<file path="src/inc/lsx_map.vh">
`ifndef LSX_MAP_VH
`define LSX_MAP_VH

// operation codes on the op_i port
`define LSX_OP_NOP 5'h00
`define LSX_OP_LOAD_INDIRECT 5'h01
`define LSX_OP_LOAD_POSTINC 5'h02
`define LSX_OP_LOAD_PREDEC 5'h03
`define LSX_OP_LOAD_DISPLACED 5'h04
`define LSX_OP_LOAD_DIRECT 5'h05
`define LSX_OP_STORE_INDIRECT 5'h06
`define LSX_OP_STORE_POSTINC 5'h07
`define LSX_OP_STORE_PREDEC 5'h08
`define LSX_OP_STORE_DISPLACED 5'h09
`define LSX_OP_STORE_DIRECT 5'h0A
`define LSX_OP_PUSH 5'h0B
`define LSX_OP_POP 5'h0C
`define LSX_OP_IO_BIT_SET 5'h0D
`define LSX_OP_IO_BIT_CLEAR 5'h0E
`define LSX_OP_SHIFT_LEFT_LOGICAL 5'h0F
`define LSX_OP_SHIFT_RIGHT_LOGICAL 5'h10
`define LSX_OP_ROTATE_LEFT_CARRY 5'h11
`define LSX_OP_ROTATE_RIGHT_CARRY 5'h12
`define LSX_OP_SHIFT_RIGHT_SIGNED 5'h13
`define LSX_OP_SWAP 5'h14
`define LSX_OP_BIT_TO_COPY_FLAG 5'h15
`define LSX_OP_COPY_FLAG_TO_BIT 5'h16
`define LSX_OP_FLAG_SET_GENERIC 5'h17
`define LSX_OP_FLAG_CLEAR_GENERIC 5'h18
`define LSX_OP_OVERFLOW_FLAG_SET 5'h19
`define LSX_OP_OVERFLOW_FLAG_CLEAR 5'h1A

// pointer select
`define LSX_PTR_FIRST 2'h0
`define LSX_PTR_SECOND 2'h1
`define LSX_PTR_THIRD 2'h2

// pointer pairs: low byte register index of each pair
`define LSX_PTR_FIRST_LO 5'h1A
`define LSX_PTR_SECOND_LO 5'h1C
`define LSX_PTR_THIRD_LO 5'h1E

// status register bit positions
`define LSX_FLAG_C 3'h0
`define LSX_FLAG_Z 3'h1
`define LSX_FLAG_N 3'h2
`define LSX_FLAG_V 3'h3
`define LSX_FLAG_S 3'h4
`define LSX_FLAG_H 3'h5
`define LSX_FLAG_T 3'h6
`define LSX_FLAG_I 3'h7

// reset values and cycle counts
`define LSX_STATUS_RST 8'h00
`define LSX_REG_RST 8'h00
`define LSX_SP_RST 16'h0000
`define LSX_CYC_MULTI 2'h2
`define LSX_CYC_FIRST 2'h1

`endif

</file>
<file path="src/hw/lsx_shift_unit.v">
`timescale 1ns/1ps
`include "lsx_map.vh"

// combinational shift, rotate and bit-copy unit
module lsx_shift_unit
(
	// operands
	input wire [4:0] op_i,
	input wire [7:0] val_i,
	input wire [2:0] bit_i,
	input wire [7:0] status_i,
	// result
	output reg [7:0] res_o,
	output reg [7:0] status_o
);

	reg c_new;
	reg upd;

	always @*
	begin
		res_o = val_i;
		status_o = status_i;
		c_new = status_i[`LSX_FLAG_C];
		upd = 1'b0;
		case (op_i)
			`LSX_OP_SHIFT_LEFT_LOGICAL:
			begin
				res_o = {val_i[6:0], 1'b0};
				c_new = val_i[7];
				upd = 1'b1;
			end
			`LSX_OP_SHIFT_RIGHT_LOGICAL:
			begin
				res_o = {1'b0, val_i[7:1]};
				c_new = val_i[0];
				upd = 1'b1;
			end
			`LSX_OP_ROTATE_LEFT_CARRY:
			begin
				res_o = {val_i[6:0], status_i[`LSX_FLAG_C]};
				c_new = val_i[7];
				upd = 1'b1;
			end
			`LSX_OP_ROTATE_RIGHT_CARRY:
			begin
				res_o = {status_i[`LSX_FLAG_C], val_i[7:1]};
				c_new = val_i[0];
				upd = 1'b1;
			end
			`LSX_OP_SHIFT_RIGHT_SIGNED:
			begin
				res_o = {val_i[7], val_i[7:1]};
				c_new = val_i[0];
				upd = 1'b1;
			end
			`LSX_OP_SWAP:
				res_o = {val_i[3:0], val_i[7:4]};
			`LSX_OP_BIT_TO_COPY_FLAG:
				status_o[`LSX_FLAG_T] = val_i[bit_i];
			`LSX_OP_COPY_FLAG_TO_BIT:
				res_o[bit_i] = status_i[`LSX_FLAG_T];
			default:
				res_o = val_i;
		endcase
		if (upd)
		begin
			// overflow is n xor c after the shift; sign follows n xor v
			status_o[`LSX_FLAG_C] = c_new;
			status_o[`LSX_FLAG_Z] = (res_o == 8'h00);
			status_o[`LSX_FLAG_N] = res_o[7];
			status_o[`LSX_FLAG_V] = res_o[7] ^ c_new;
			status_o[`LSX_FLAG_S] = c_new;
		end
	end

endmodule

</file>
<file path="src/hw/lsx_exec.v">
`timescale 1ns/1ps
`include "lsx_map.vh"

module lsx_exec
#(
	parameter NREG = 32
)
(
	// clock and reset
	input wire core_clk_i,
	input wire arst_n_i,
	// instruction issue
	input wire issue_i,
	input wire [4:0] op_i,
	input wire [4:0] reg_i,
	input wire [1:0] ptr_i,
	input wire [5:0] disp_i,
	input wire [15:0] addr_i,
	input wire [2:0] bit_i,
	input wire [5:0] io_addr_i,
	// data memory, stack and io space
	input wire [7:0] mem_rdata_i,
	output reg [15:0] mem_addr_o,
	output reg mem_rd_o,
	output reg mem_wr_o,
	output reg [7:0] mem_wdata_o,
	output reg io_rd_o,
	output reg io_wr_o,
	output reg [5:0] io_addr_o,
	// state
	output reg busy_o,
	output reg [7:0] status_o,
	output reg [15:0] sp_o
);

	localparam ST_IDLE = 1'b0;
	localparam ST_SECOND = 1'b1;

	reg [7:0] gpr_r [0:NREG-1];
	reg state_r;
	reg [4:0] op_r;
	reg [4:0] reg_r;
	reg [2:0] bit_r;
	reg [1:0] cyc_r;

	wire [7:0] shf_res;
	wire [7:0] shf_status;
	reg [4:0] plo;
	wire [15:0] ptr_val;
	wire [15:0] ptr_inc;
	wire [15:0] ptr_dec;
	wire [15:0] ptr_disp;
	wire is_multi;
	wire ptr_wr;
	wire [15:0] ptr_new;
	wire [1:0] cyc_nxt;
	wire last_cyc;
	wire ld_wb;
	wire iss;
	wire [7:0] io_mask;
	wire [7:0] io_mod;

	// ***************************
	// pointer pair selection
	// ***************************
	always @*
	begin
		case (ptr_i)
			`LSX_PTR_FIRST: plo = `LSX_PTR_FIRST_LO;
			`LSX_PTR_SECOND: plo = `LSX_PTR_SECOND_LO;
			default: plo = `LSX_PTR_THIRD_LO;
		endcase
	end

	assign ptr_val = {gpr_r[plo + 5'h01], gpr_r[plo]};
	assign ptr_inc = ptr_val + 16'h0001;
	assign ptr_dec = ptr_val - 16'h0001;
	assign ptr_disp = ptr_val + {10'h000, disp_i};

	assign is_multi = (op_i >= `LSX_OP_LOAD_INDIRECT) &&
		(op_i <= `LSX_OP_IO_BIT_CLEAR);
	assign ptr_wr = (op_i == `LSX_OP_LOAD_POSTINC) ||
		(op_i == `LSX_OP_LOAD_PREDEC) ||
		(op_i == `LSX_OP_STORE_POSTINC) ||
		(op_i == `LSX_OP_STORE_PREDEC);
	assign ptr_new = ((op_i == `LSX_OP_LOAD_POSTINC) ||
		(op_i == `LSX_OP_STORE_POSTINC)) ? ptr_inc : ptr_dec;
	assign iss = issue_i && !busy_o;

	// ***************************
	// cycle count and completion
	// ***************************
	// cyc_r holds cycles already spent, so the last cycle is where the
	// next count reaches the listed total
	assign cyc_nxt = cyc_r + `LSX_CYC_FIRST;
	assign last_cyc = (state_r == ST_SECOND) &&
		(cyc_nxt == `LSX_CYC_MULTI);
	// a load into the pointer's own register lands after the pointer
	// update, so the loaded byte wins
	assign ld_wb = last_cyc && (((op_r >= `LSX_OP_LOAD_INDIRECT) &&
		(op_r <= `LSX_OP_LOAD_DIRECT)) || (op_r == `LSX_OP_POP));
	// io bit set and clear modify the byte read back in the second cycle
	assign io_mask = 8'h01 << bit_r;
	assign io_mod = (op_r == `LSX_OP_IO_BIT_SET) ?
		(mem_rdata_i | io_mask) : (mem_rdata_i & ~io_mask);

	// ***************************
	// shift, rotate and bit-copy unit
	// ***************************
	lsx_shift_unit u_shift
	(
		.op_i(op_i),
		.val_i(gpr_r[reg_i]),
		.bit_i(bit_i),
		.status_i(status_o),
		.res_o(shf_res),
		.status_o(shf_status)
	);

	// ***************************
	// register file and pointers
	// ***************************
	genvar gi;
	generate
		for (gi = 0; gi < NREG; gi = gi + 1)
		begin : g_gpr
			always @(posedge core_clk_i or negedge arst_n_i)
			begin
				if (!arst_n_i)
					gpr_r[gi] <= `LSX_REG_RST;
				else if (ld_wb && reg_r == gi)
					gpr_r[gi] <= mem_rdata_i;
				else if (iss && ptr_wr && plo == gi)
					gpr_r[gi] <= ptr_new[7:0];
				else if (iss && ptr_wr && plo + 5'h01 == gi)
					gpr_r[gi] <= ptr_new[15:8];
				else if (iss && !is_multi && reg_i == gi)
					gpr_r[gi] <= shf_res;
			end
		end
	endgenerate

	// ***************************
	// sequencing and memory access
	// ***************************
	always @(posedge core_clk_i or negedge arst_n_i)
	begin
		if (!arst_n_i)
		begin
			state_r <= ST_IDLE;
			op_r <= `LSX_OP_NOP;
			reg_r <= 5'h00;
			bit_r <= 3'h0;
			cyc_r <= 2'h0;
			busy_o <= 1'b0;
			mem_addr_o <= 16'h0000;
			mem_rd_o <= 1'b0;
			mem_wr_o <= 1'b0;
			mem_wdata_o <= 8'h00;
			io_rd_o <= 1'b0;
			io_wr_o <= 1'b0;
			io_addr_o <= 6'h00;
			status_o <= `LSX_STATUS_RST;
			sp_o <= `LSX_SP_RST;
		end
		else
		begin
			mem_rd_o <= 1'b0;
			mem_wr_o <= 1'b0;
			io_rd_o <= 1'b0;
			io_wr_o <= 1'b0;
			case (state_r)
				ST_IDLE:
				begin
					if (issue_i)
					begin
						op_r <= op_i;
						reg_r <= reg_i;
						bit_r <= bit_i;
						mem_wdata_o <= gpr_r[reg_i];
						if (is_multi)
						begin
							state_r <= ST_SECOND;
							busy_o <= 1'b1;
							cyc_r <= `LSX_CYC_FIRST;
						end
						case (op_i)
							`LSX_OP_LOAD_INDIRECT, `LSX_OP_LOAD_POSTINC:
							begin
								mem_addr_o <= ptr_val;
								mem_rd_o <= 1'b1;
							end
							`LSX_OP_LOAD_PREDEC:
							begin
								mem_addr_o <= ptr_dec;
								mem_rd_o <= 1'b1;
							end
							`LSX_OP_LOAD_DISPLACED:
							begin
								mem_addr_o <= ptr_disp;
								mem_rd_o <= 1'b1;
							end
							`LSX_OP_LOAD_DIRECT:
							begin
								mem_addr_o <= addr_i;
								mem_rd_o <= 1'b1;
							end
							`LSX_OP_STORE_INDIRECT, `LSX_OP_STORE_POSTINC:
							begin
								mem_addr_o <= ptr_val;
								mem_wr_o <= 1'b1;
							end
							`LSX_OP_STORE_PREDEC:
							begin
								mem_addr_o <= ptr_dec;
								mem_wr_o <= 1'b1;
							end
							`LSX_OP_STORE_DISPLACED:
							begin
								mem_addr_o <= ptr_disp;
								mem_wr_o <= 1'b1;
							end
							`LSX_OP_STORE_DIRECT:
							begin
								mem_addr_o <= addr_i;
								mem_wr_o <= 1'b1;
							end
							`LSX_OP_PUSH:
							begin
								// post-decrement stack: write then move down
								mem_addr_o <= sp_o;
								mem_wr_o <= 1'b1;
								sp_o <= sp_o - 16'h0001;
							end
							`LSX_OP_POP:
							begin
								mem_addr_o <= sp_o + 16'h0001;
								mem_rd_o <= 1'b1;
								sp_o <= sp_o + 16'h0001;
							end
							`LSX_OP_IO_BIT_SET, `LSX_OP_IO_BIT_CLEAR:
							begin
								// read-modify-write over two cycles
								io_addr_o <= io_addr_i;
								io_rd_o <= 1'b1;
							end
							`LSX_OP_FLAG_SET_GENERIC:
								status_o[bit_i] <= 1'b1;
							`LSX_OP_FLAG_CLEAR_GENERIC:
								status_o[bit_i] <= 1'b0;
							`LSX_OP_OVERFLOW_FLAG_SET:
								status_o[`LSX_FLAG_V] <= 1'b1;
							`LSX_OP_OVERFLOW_FLAG_CLEAR:
								status_o[`LSX_FLAG_V] <= 1'b0;
							default:
								status_o <= shf_status;
						endcase
					end
				end
				ST_SECOND:
				begin
					cyc_r <= cyc_nxt;
					if (last_cyc)
					begin
						if (op_r == `LSX_OP_IO_BIT_SET ||
							op_r == `LSX_OP_IO_BIT_CLEAR)
						begin
							mem_wdata_o <= io_mod;
							io_wr_o <= 1'b1;
						end
						state_r <= ST_IDLE;
						busy_o <= 1'b0;
					end
				end
				default:
					state_r <= ST_IDLE;
			endcase
		end
	end

endmodule

</file>
<file path="config.mk">
export PLATFORM = sky130hd
export DESIGN_NAME = lsx_exec
export DESIGN_NICKNAME = d
export VERILOG_FILES = /design/src/hw/lsx_shift_unit.v /design/src/hw/lsx_exec.v
export VERILOG_INCLUDE_DIRS = /design/src /design/src/inc
export SDC_FILE = /design/constraint.sdc
export NUM_CORES = 1
export LEC_CHECK = 0
export BUFFER_PORTS_ARGS = -buffer_cell sky130_fd_sc_hd__buf_2
export CELL_PAD_IN_SITES_DETAIL_PLACEMENT = 1
export CELL_PAD_IN_SITES_GLOBAL_PLACEMENT = 1
export CORE_ASPECT_RATIO = 1.5
export CORE_MARGIN = 2
export CORE_UTILIZATION = 48
export CTS_CLUSTER_SIZE = 14
export DETAILED_ROUTE_END_ITERATION = 7
export PLACE_DENSITY_LB_ADDON = 0.1
export SETUP_SLACK_MARGIN = 0.15
export SYNTH_ARGS = -nofsm -noshare
export SYNTH_HDL_FRONTEND = slang
export SYNTH_SLANG_ARGS = --single-unit
</file>
<file path="constraint.sdc">
create_clock -name core_clk_i -period 3.3 [get_ports core_clk_i]
set_input_delay 0.33 -clock core_clk_i [delete_from_list [all_inputs] [get_ports core_clk_i]]
set_output_delay 0.33 -clock core_clk_i [all_outputs]
set_load 0.01 [all_outputs]
</file>
-- Word level (Yosys, flattened, before mapping)
Index checks and enable logic that the tools add are counted.
- $add $sub $neg: 8
- $lt $le $gt $ge: 9
- equal/unequal tests: 159
- shift-type cells: 1
- mux-type cells: 182
- bitwise operators: 13
- reductions and logical operators: 211
- operators by type and width (operator ; number):
    two-way mux 8 bit ; 138
    == test 32 x 5 -> 1 bit, second input constant ; 15
    == test 5 bit, second input constant ; 59
    == test 32 x 4 -> 1 bit, second input constant ; 8
    == test 5 x 4 -> 1 bit, second input constant ; 35
    logical AND 1 bit ; 136
    == test 32 x 3 -> 1 bit, second input constant ; 4
    nonzero test 4 bit ; 32
    binary-select mux 8 bit (select 5 bit) ; 3
    case mux 16 bit (6 select lines) ; 1
    == test 5 x 3 -> 1 bit, second input constant ; 16
    == test 32 x 2 -> 1 bit, second input constant ; 2
    case mux 8 bit (7 select lines) ; 1
    == test 5 x 2 -> 1 bit, second input constant ; 8
    adder 16 x 1 -> 16 bit, second input constant ; 2
    == test 32 x 1 -> 1 bit, second input constant ; 1
    logical NOT 32 bit ; 1
    case mux 16 bit (2 select lines) ; 1
    subtractor 16 x 1 -> 16 bit, second input constant ; 2
    two-way mux 1 bit ; 22
    == test 5 x 1 -> 1 bit, second input constant ; 4
    greater-or-equal comparator 6 bit, second input constant ; 3
    inverter 5 -> 6 bit ; 3
    adder 16 x 6 -> 16 bit ; 1
    51 further kinds ; 85
- bits in registers: 331
- bits of input ports: 54
- output and inout bits: 59
- logic and storage cells: 633

-- Logic depth before layout (Yosys ltp)
- depth after elaboration: 12
- mapped depth: 15
- mapped depth without buffers: 12

-- Modules after synthesis
Synthesis repeated with hierarchy kept, for this count alone.
- cell total of the unflattened synthesis: 2405
- area total of the unflattened synthesis: 21894.7 um^2
- by module, submodules not included (module ; instances ; cells an instance ; area an instance (um^2) ; sequential area each (um^2)):
    lsx_exec ; 1 ; 2291 ; 21069.0 ; 8282.9
    lsx_shift_unit ; 1 ; 114 ; 825.8 ; 0.0

-- Least setup slack after synthesis
No wires, ideal clock.
- path kind: input-to-reg
- start point: in ptr_i[0]
- end point: reg mem_addr_o[14]
- library setup time: 121 ps
- data arrival time: 3045 ps
- required time: 3179 ps
- path slack: 134 ps
- cell stages on the path: 14
- buffers on the path: 2
- path through: buf_4 buf_4 mux2i_1 o21ai_2 ha_1 fa_1 a21o_1 a21oi_1 o21bai_1 a21oi_1 nor3_1 xor2_1 o221ai_1 a22o_1
- word-level cells in the longest chain between the ends: 9
- elaborated cells between the ends (all ways): 15
- classes of those cells: add/sub: 3; eq/ne: 1; mux: 8; bitwise: 2; reduce/logical: 1
- RTL lines (item ; line ; RTL):
    start, declared ; lsx_exec.v:16 ; input wire [1:0] ptr_i,
    == test 2 x 1 -> 1 bit or logical NOT 2 bit (tied branches) ; lsx_exec.v:68 ; case (ptr_i)
    case mux 3 bit (2 select lines) (*) ; lsx_exec.v:68 ;
    adder 5 x 1 -> 5 bit ; lsx_exec.v:75 ; assign ptr_val = {gpr_r[plo + 5'h01], gpr_r[plo]};
    inverter 5 -> 6 bit (not written as such) ; lsx_exec.v:75 ;
    binary-select mux 8 bit (select 5 bit) ; lsx_exec.v:75 ;
    two-way mux 8 bit (not written as such) (2 in series) ; lsx_exec.v:75 ;
    adder 16 x 6 -> 16 bit or subtractor 16 x 1 -> 16 bit (tied branches) ; lsx_exec.v:78, lsx_exec.v:77 ;
    case mux 16 bit (6 select lines) (*) ; lsx_exec.v:187 ; case (op_i)
    end signal, assigned ; lsx_exec.v:190 ; mem_addr_o <= ptr_val;
    end signal, assigned ; lsx_exec.v:195 ; mem_addr_o <= ptr_dec;
    end signal, assigned ; lsx_exec.v:200 ; mem_addr_o <= ptr_disp;
    end, declared ; lsx_exec.v:23 ; output reg [15:0] mem_addr_o,
Every way passes the cells marked *; elsewhere a longest branch is shown, timed or not. The select of a mux whose other input is x is not followed.
A chain may end at the register's enable or synchronous reset.

-- Final worst setup path
- start point: reg gpr_r[38] in the netlist's numbering
- end point: reg gpr_r[119] in the netlist's numbering
- word-level cells in the longest chain between the ends: 8
- elaborated cells between the ends (all ways): 17
- classes of those cells: add/sub: 2; mux: 15
- RTL lines (item ; line ; RTL):
    start, declared ; lsx_exec.v:39 ; reg [7:0] gpr_r [0:NREG-1];
    start signal, assigned by index ; lsx_exec.v:130 ; gpr_r[gi] <= `LSX_REG_RST;
    start signal, assigned by index ; lsx_exec.v:132 ; gpr_r[gi] <= mem_rdata_i;
    start signal, assigned by index ; lsx_exec.v:134 ; gpr_r[gi] <= ptr_new[7:0];
    binary-select mux 8 bit (select 5 bit), on equally long branches ; lsx_exec.v:75, lsx_exec.v:113 ;
    two-way mux 8 bit, on equally long branches (2 in series) ; lsx_exec.v:75, lsx_exec.v:113 ;
    subtractor 16 x 1 -> 16 bit, or another cell as far along ; lsx_exec.v:77 ; assign ptr_dec = ptr_val - 16'h0001;
    two-way mux 16 bit or two-way mux 8 bit (tied branches) ; lsx_exec.v:86, lsx_exec.v:137 ;
    two-way mux 8 bit ; lsx_exec.v:135 ; else if (iss && ptr_wr && plo + 5'h01 == gi)
    two-way mux 8 bit (*) ; lsx_exec.v:133 ; else if (iss && ptr_wr && plo == gi)
    two-way mux 8 bit (*) ; lsx_exec.v:131 ; else if (ld_wb && reg_r == gi)
Marked as above.

==> metrics.md <==
| Metric | Value |
|---|---|
| Non-filler cells, final | 3379 |
| Synth Instances | 2520 |
| TNS Setup | 0 ns |
| Synthesized Nets | 2586 |
| Post-synthesis cell type count | 92 |
| CP top delay family | compound AO/OA/AOI/OAI gates |
| Sequential share of power | 36.5% |
| DR iter-0 viols | 1697 |
| Slowest CP cell | mux4_2 |
| Root Buffer Master | clkbuf_16 |
| Vias in the first global route | 24200 |
| Final hold violation count | 0 |
| Largest area contributor in the netlist | dfrtp_1 |
| Startpoint types | register |
| H-tree Lvls | 2 |
| Met2 WL | 47800 um |
| Worst min path class | in2reg |
| Final setup violation count | 0 |
| Predominant post-synthesis flop cell | dfrtp_1 |
| Critical path type | reg2reg |
| Worst-path cell chain | mux4_2, a22o_1, nor3_1, buf_4, or2_2, buf_4, o21ai_2, a211oi_4, buf_12, buf_4, o31a_1, o21ai_0 |
| Ratio of final minimum period to clock period | 94.8% |
| RePlAce Congestion | 0.971 |
| Via Count | 22400 |
| Area growth, synth to finish | 19.3% |
| Placed instance count | 3310 |
| GRT Total Usage | 41.2% |
| Most frequent CP cell | buf_4 |
| Post-synth ARST share | 100% |
| Worst slack, placed | -0.292 ns |
| Final core utilization | 57.9% |
| Worst slew margin | 33.2% |
| Number of synthesized flops with an enable pin | 0 |
| Comb pwr share | 41.0% |
| Max-cap viol count | 0 |
| Switching power | 7.58 mW |
| Pin count of the biggest net entering global routing | 89 |
| Fmax | 0.320 GHz |
| CTS Buf Count | 37 |
| Synth top area cells | dfrtp_1, nand2_1, mux4_2, nor2_1, o21ai_0 |
| Setup WS post-layout | 0.173 ns |
| Die Span Y | 265 um |
| Critical path required time | 3.71 ns |
| DRC errors left | 0 |
| Slew Viols, Final | 0 |
| RSZ-0062 raised after global routing | yes |
| Metal3 WL | 5710 um |
| Min cycle time layout | 3.13 ns |
| Net Sw Frac | 40.0% |
| Cell Pwr Density | 731 nW/um2 |
| DP HPWL | 72200 um |
| Clock share of power | 22.5% |
| Via/cell ratio | 6.64 |
| Worst-path clk slew | 0.06 ns |
| First-pass GRT wire length | 147000 um |
| CORE AREA | 44800 um2 |
| Top cell type's share of synthesized area | 38.1% |
| CP max FO | 15 |
| Final ANT Viol Nets | 0 |
| Placed Area | 24700 um2 |
| Final nets | 2836 |
| Leak | 11.4 nW |
| Die Wd | 178 um |
| Latest clock arrival within the worst-skew pair | 0.54 ns |
| CTS Sinks | 331 |
| Seq/Total Area, Yosys | 38.1% |
| Outcome | completed |
| Most common cell in the netlist | nand2_1 |
| Design area | 25900 um2 |
| Arr. time, crit path | 3.54 ns |
| Gr ovfl total | 0 |
| Int Power | 11.4 mW |
| Top cells by count, synth | nand2_1, dfrtp_1, nor2_1 |
| Crit path largest cell delay | 0.49 ns |
| Port bufs | 112 |
| Slew @ Worst Pin | 1.00 ns |
| Synth Register Bits | 331 |
| # IOs | 113 |
| DRT Pass-1 Iters | 6 |
| Cell Rows | 95 |
| Post-Route WL | 96300 um |
| Starting Density | 48.5% |
| Total design power | 19.0 mW |
| Netlist Area Pre-Place | 21700 um2 |
| WHS | 0.0233 ns |
| Yosys Warn Count | 0 |
| Initial antenna violation count | 2 |
| Avg Inst Size Synth | 8.63 um2 |
| Top sig layer | met4 |
| Drt wl/cell | 28.5 um |
| CTS tree | built |
| DIE AREA | 47100 um2 |
| Layout Skew | 0.0149 ns |
| Layout cells sized above 1 | 21.7% |
| Crit path buf inv count | 4 |
| Met1 Wirelength | 34600 um |
| Longest Clk Path Bufs | 3 |
| Max VDD drop | 0.715 mV |
| CP endpoint kind | register |
[metal layers]
metal | vias up | track usage (%)
met3 | 417 | 6.15
met4 | 0 | 30.2
met1 | 11400 | 45.6
met5 | - | 0
met2 | 976 | 71.0
li1 | 9681 | -
[layout by cell type, fill, tap and decap left out, types with 11 or more instances in the layout]
cell type,instances
o31a_1,17
xor2_1,12
nand3b_1,11
a31oi_1,15
a21o_1,69
mux4_2,52
ha_1,11
nor2_1,301
a22oi_1,31
o31ai_1,35
inv_1,21
o21a_1,17
o21ai_1,48
clkbuf_16,37
or3_1,11
a221oi_1,11
mux2i_1,97
nand2_1,368
dfrtp_1,331
xnor2_1,30
buf_12,20
a211oi_1,67
a22o_1,16
nor3_1,52
o22ai_1,13
o21ai_0,210
buf_2,110
a21oi_1,118
o211ai_1,22
mux2_2,26
nand2b_1,19
buf_4,279
nand3_1,44
and3_1,16
and2_1,11
nand4_1,22
nor2b_1,13
[worst paths after layout]
kind | startpoint | end | slack (ns) | cells after the start
worst max-delay path | gpr_r[38] | gpr_r[119] | 0.17 | 12
worst min-delay path | io_addr_i[5] | io_addr_o[5] | 0.02 | 2
worst max register to register | gpr_r[38] | gpr_r[119] | 0.17 | 12
worst min register to register | mem_wdata_o[1] | mem_wdata_o[1] | 0.48 | 2
max in group asynchronous | arst_n_i | gpr_r[41] | 1.97 | 3
min in group asynchronous | arst_n_i | gpr_r[216] | 0.34 | 2
[logic make-up (layout without fill, tap and decap cells)]
| group | after synthesis | after routing | share of synthesized area (%) |
|---|---|---|---|
| buf+inv | 224 | 500 | 4.46 |
| flops | 331 | 331 | 38.1 |
| fa+ha+maj | 12 | 12 | 0.725 |
| mux | 182 | 182 | 11.7 |
| other cells | 0 | 1 | 0 |
| xor+xnor | 42 | 42 | 1.69 |
| compound gates | 789 | 789 | 23.9 |
| simple gates | 940 | 940 | 19.4 |
[layout make-up]
cell class              count  area [um2]
diodes                      1        2.50
well taps                 582         728
inverters                  22        82.6
repair buffers            413        3090
fillers                  5253       18900
clock buffers              51        1050
flip-flops and latches    331        8280
clock inverters            14         153
multi-input cells        1965       12500
[registers in the layout, indices dropped and copies added, names as in the netlist, 2 cells and up]
name	cells
io_addr_o	6
reg_r	5
status_o	8
mem_addr_o	16
op_r	5
bit_r	3
mem_wdata_o	8
sp_o	16
cyc_r	2
gpr_r	256
[power groups by stage]
| stage | sequential, mW | combinational [mW] | clock (mW) |
|---|---|---|---|
| after floorplan | 6.41 | 4.66 | 0 |
| after global placement | 6.84 | 7.25 | 0 |
| after detailed placement | 6.92 | 7.59 | 0 |
| after CTS | 6.88 | 7.66 | 4.31 |
| after global routing | 7.06 | 8.37 | 4.43 |
| final | 6.92 | 7.78 | 4.26 |
[repair_timing]
action | 4_1_cts | 5_1_grt
hold buffers | 1 | 0
pin swaps | 1 | 4
endpoints found under the setup margin | 1 | 17
buffers inserted | 1 | 1
cloned | 0 | 0
gates resized for setup | 0 | 10
hold endpoints to repair | 59 | 0
[worst register-to-register path, stage by stage, from the launching register on]
cell	delay [ns]
dfrtp_1	0.44
mux4_2	0.49
a22o_1	0.26
nor3_1	0.36
buf_4	0.23
or2_2	0.14
buf_4	0.12
o21ai_2	0.07
a211oi_4	0.27
buf_12	0.21
buf_4	0.18
o31a_1	0.14
o21ai_0	0.08
Note: power is estimated with default switching activity, not from simulation.
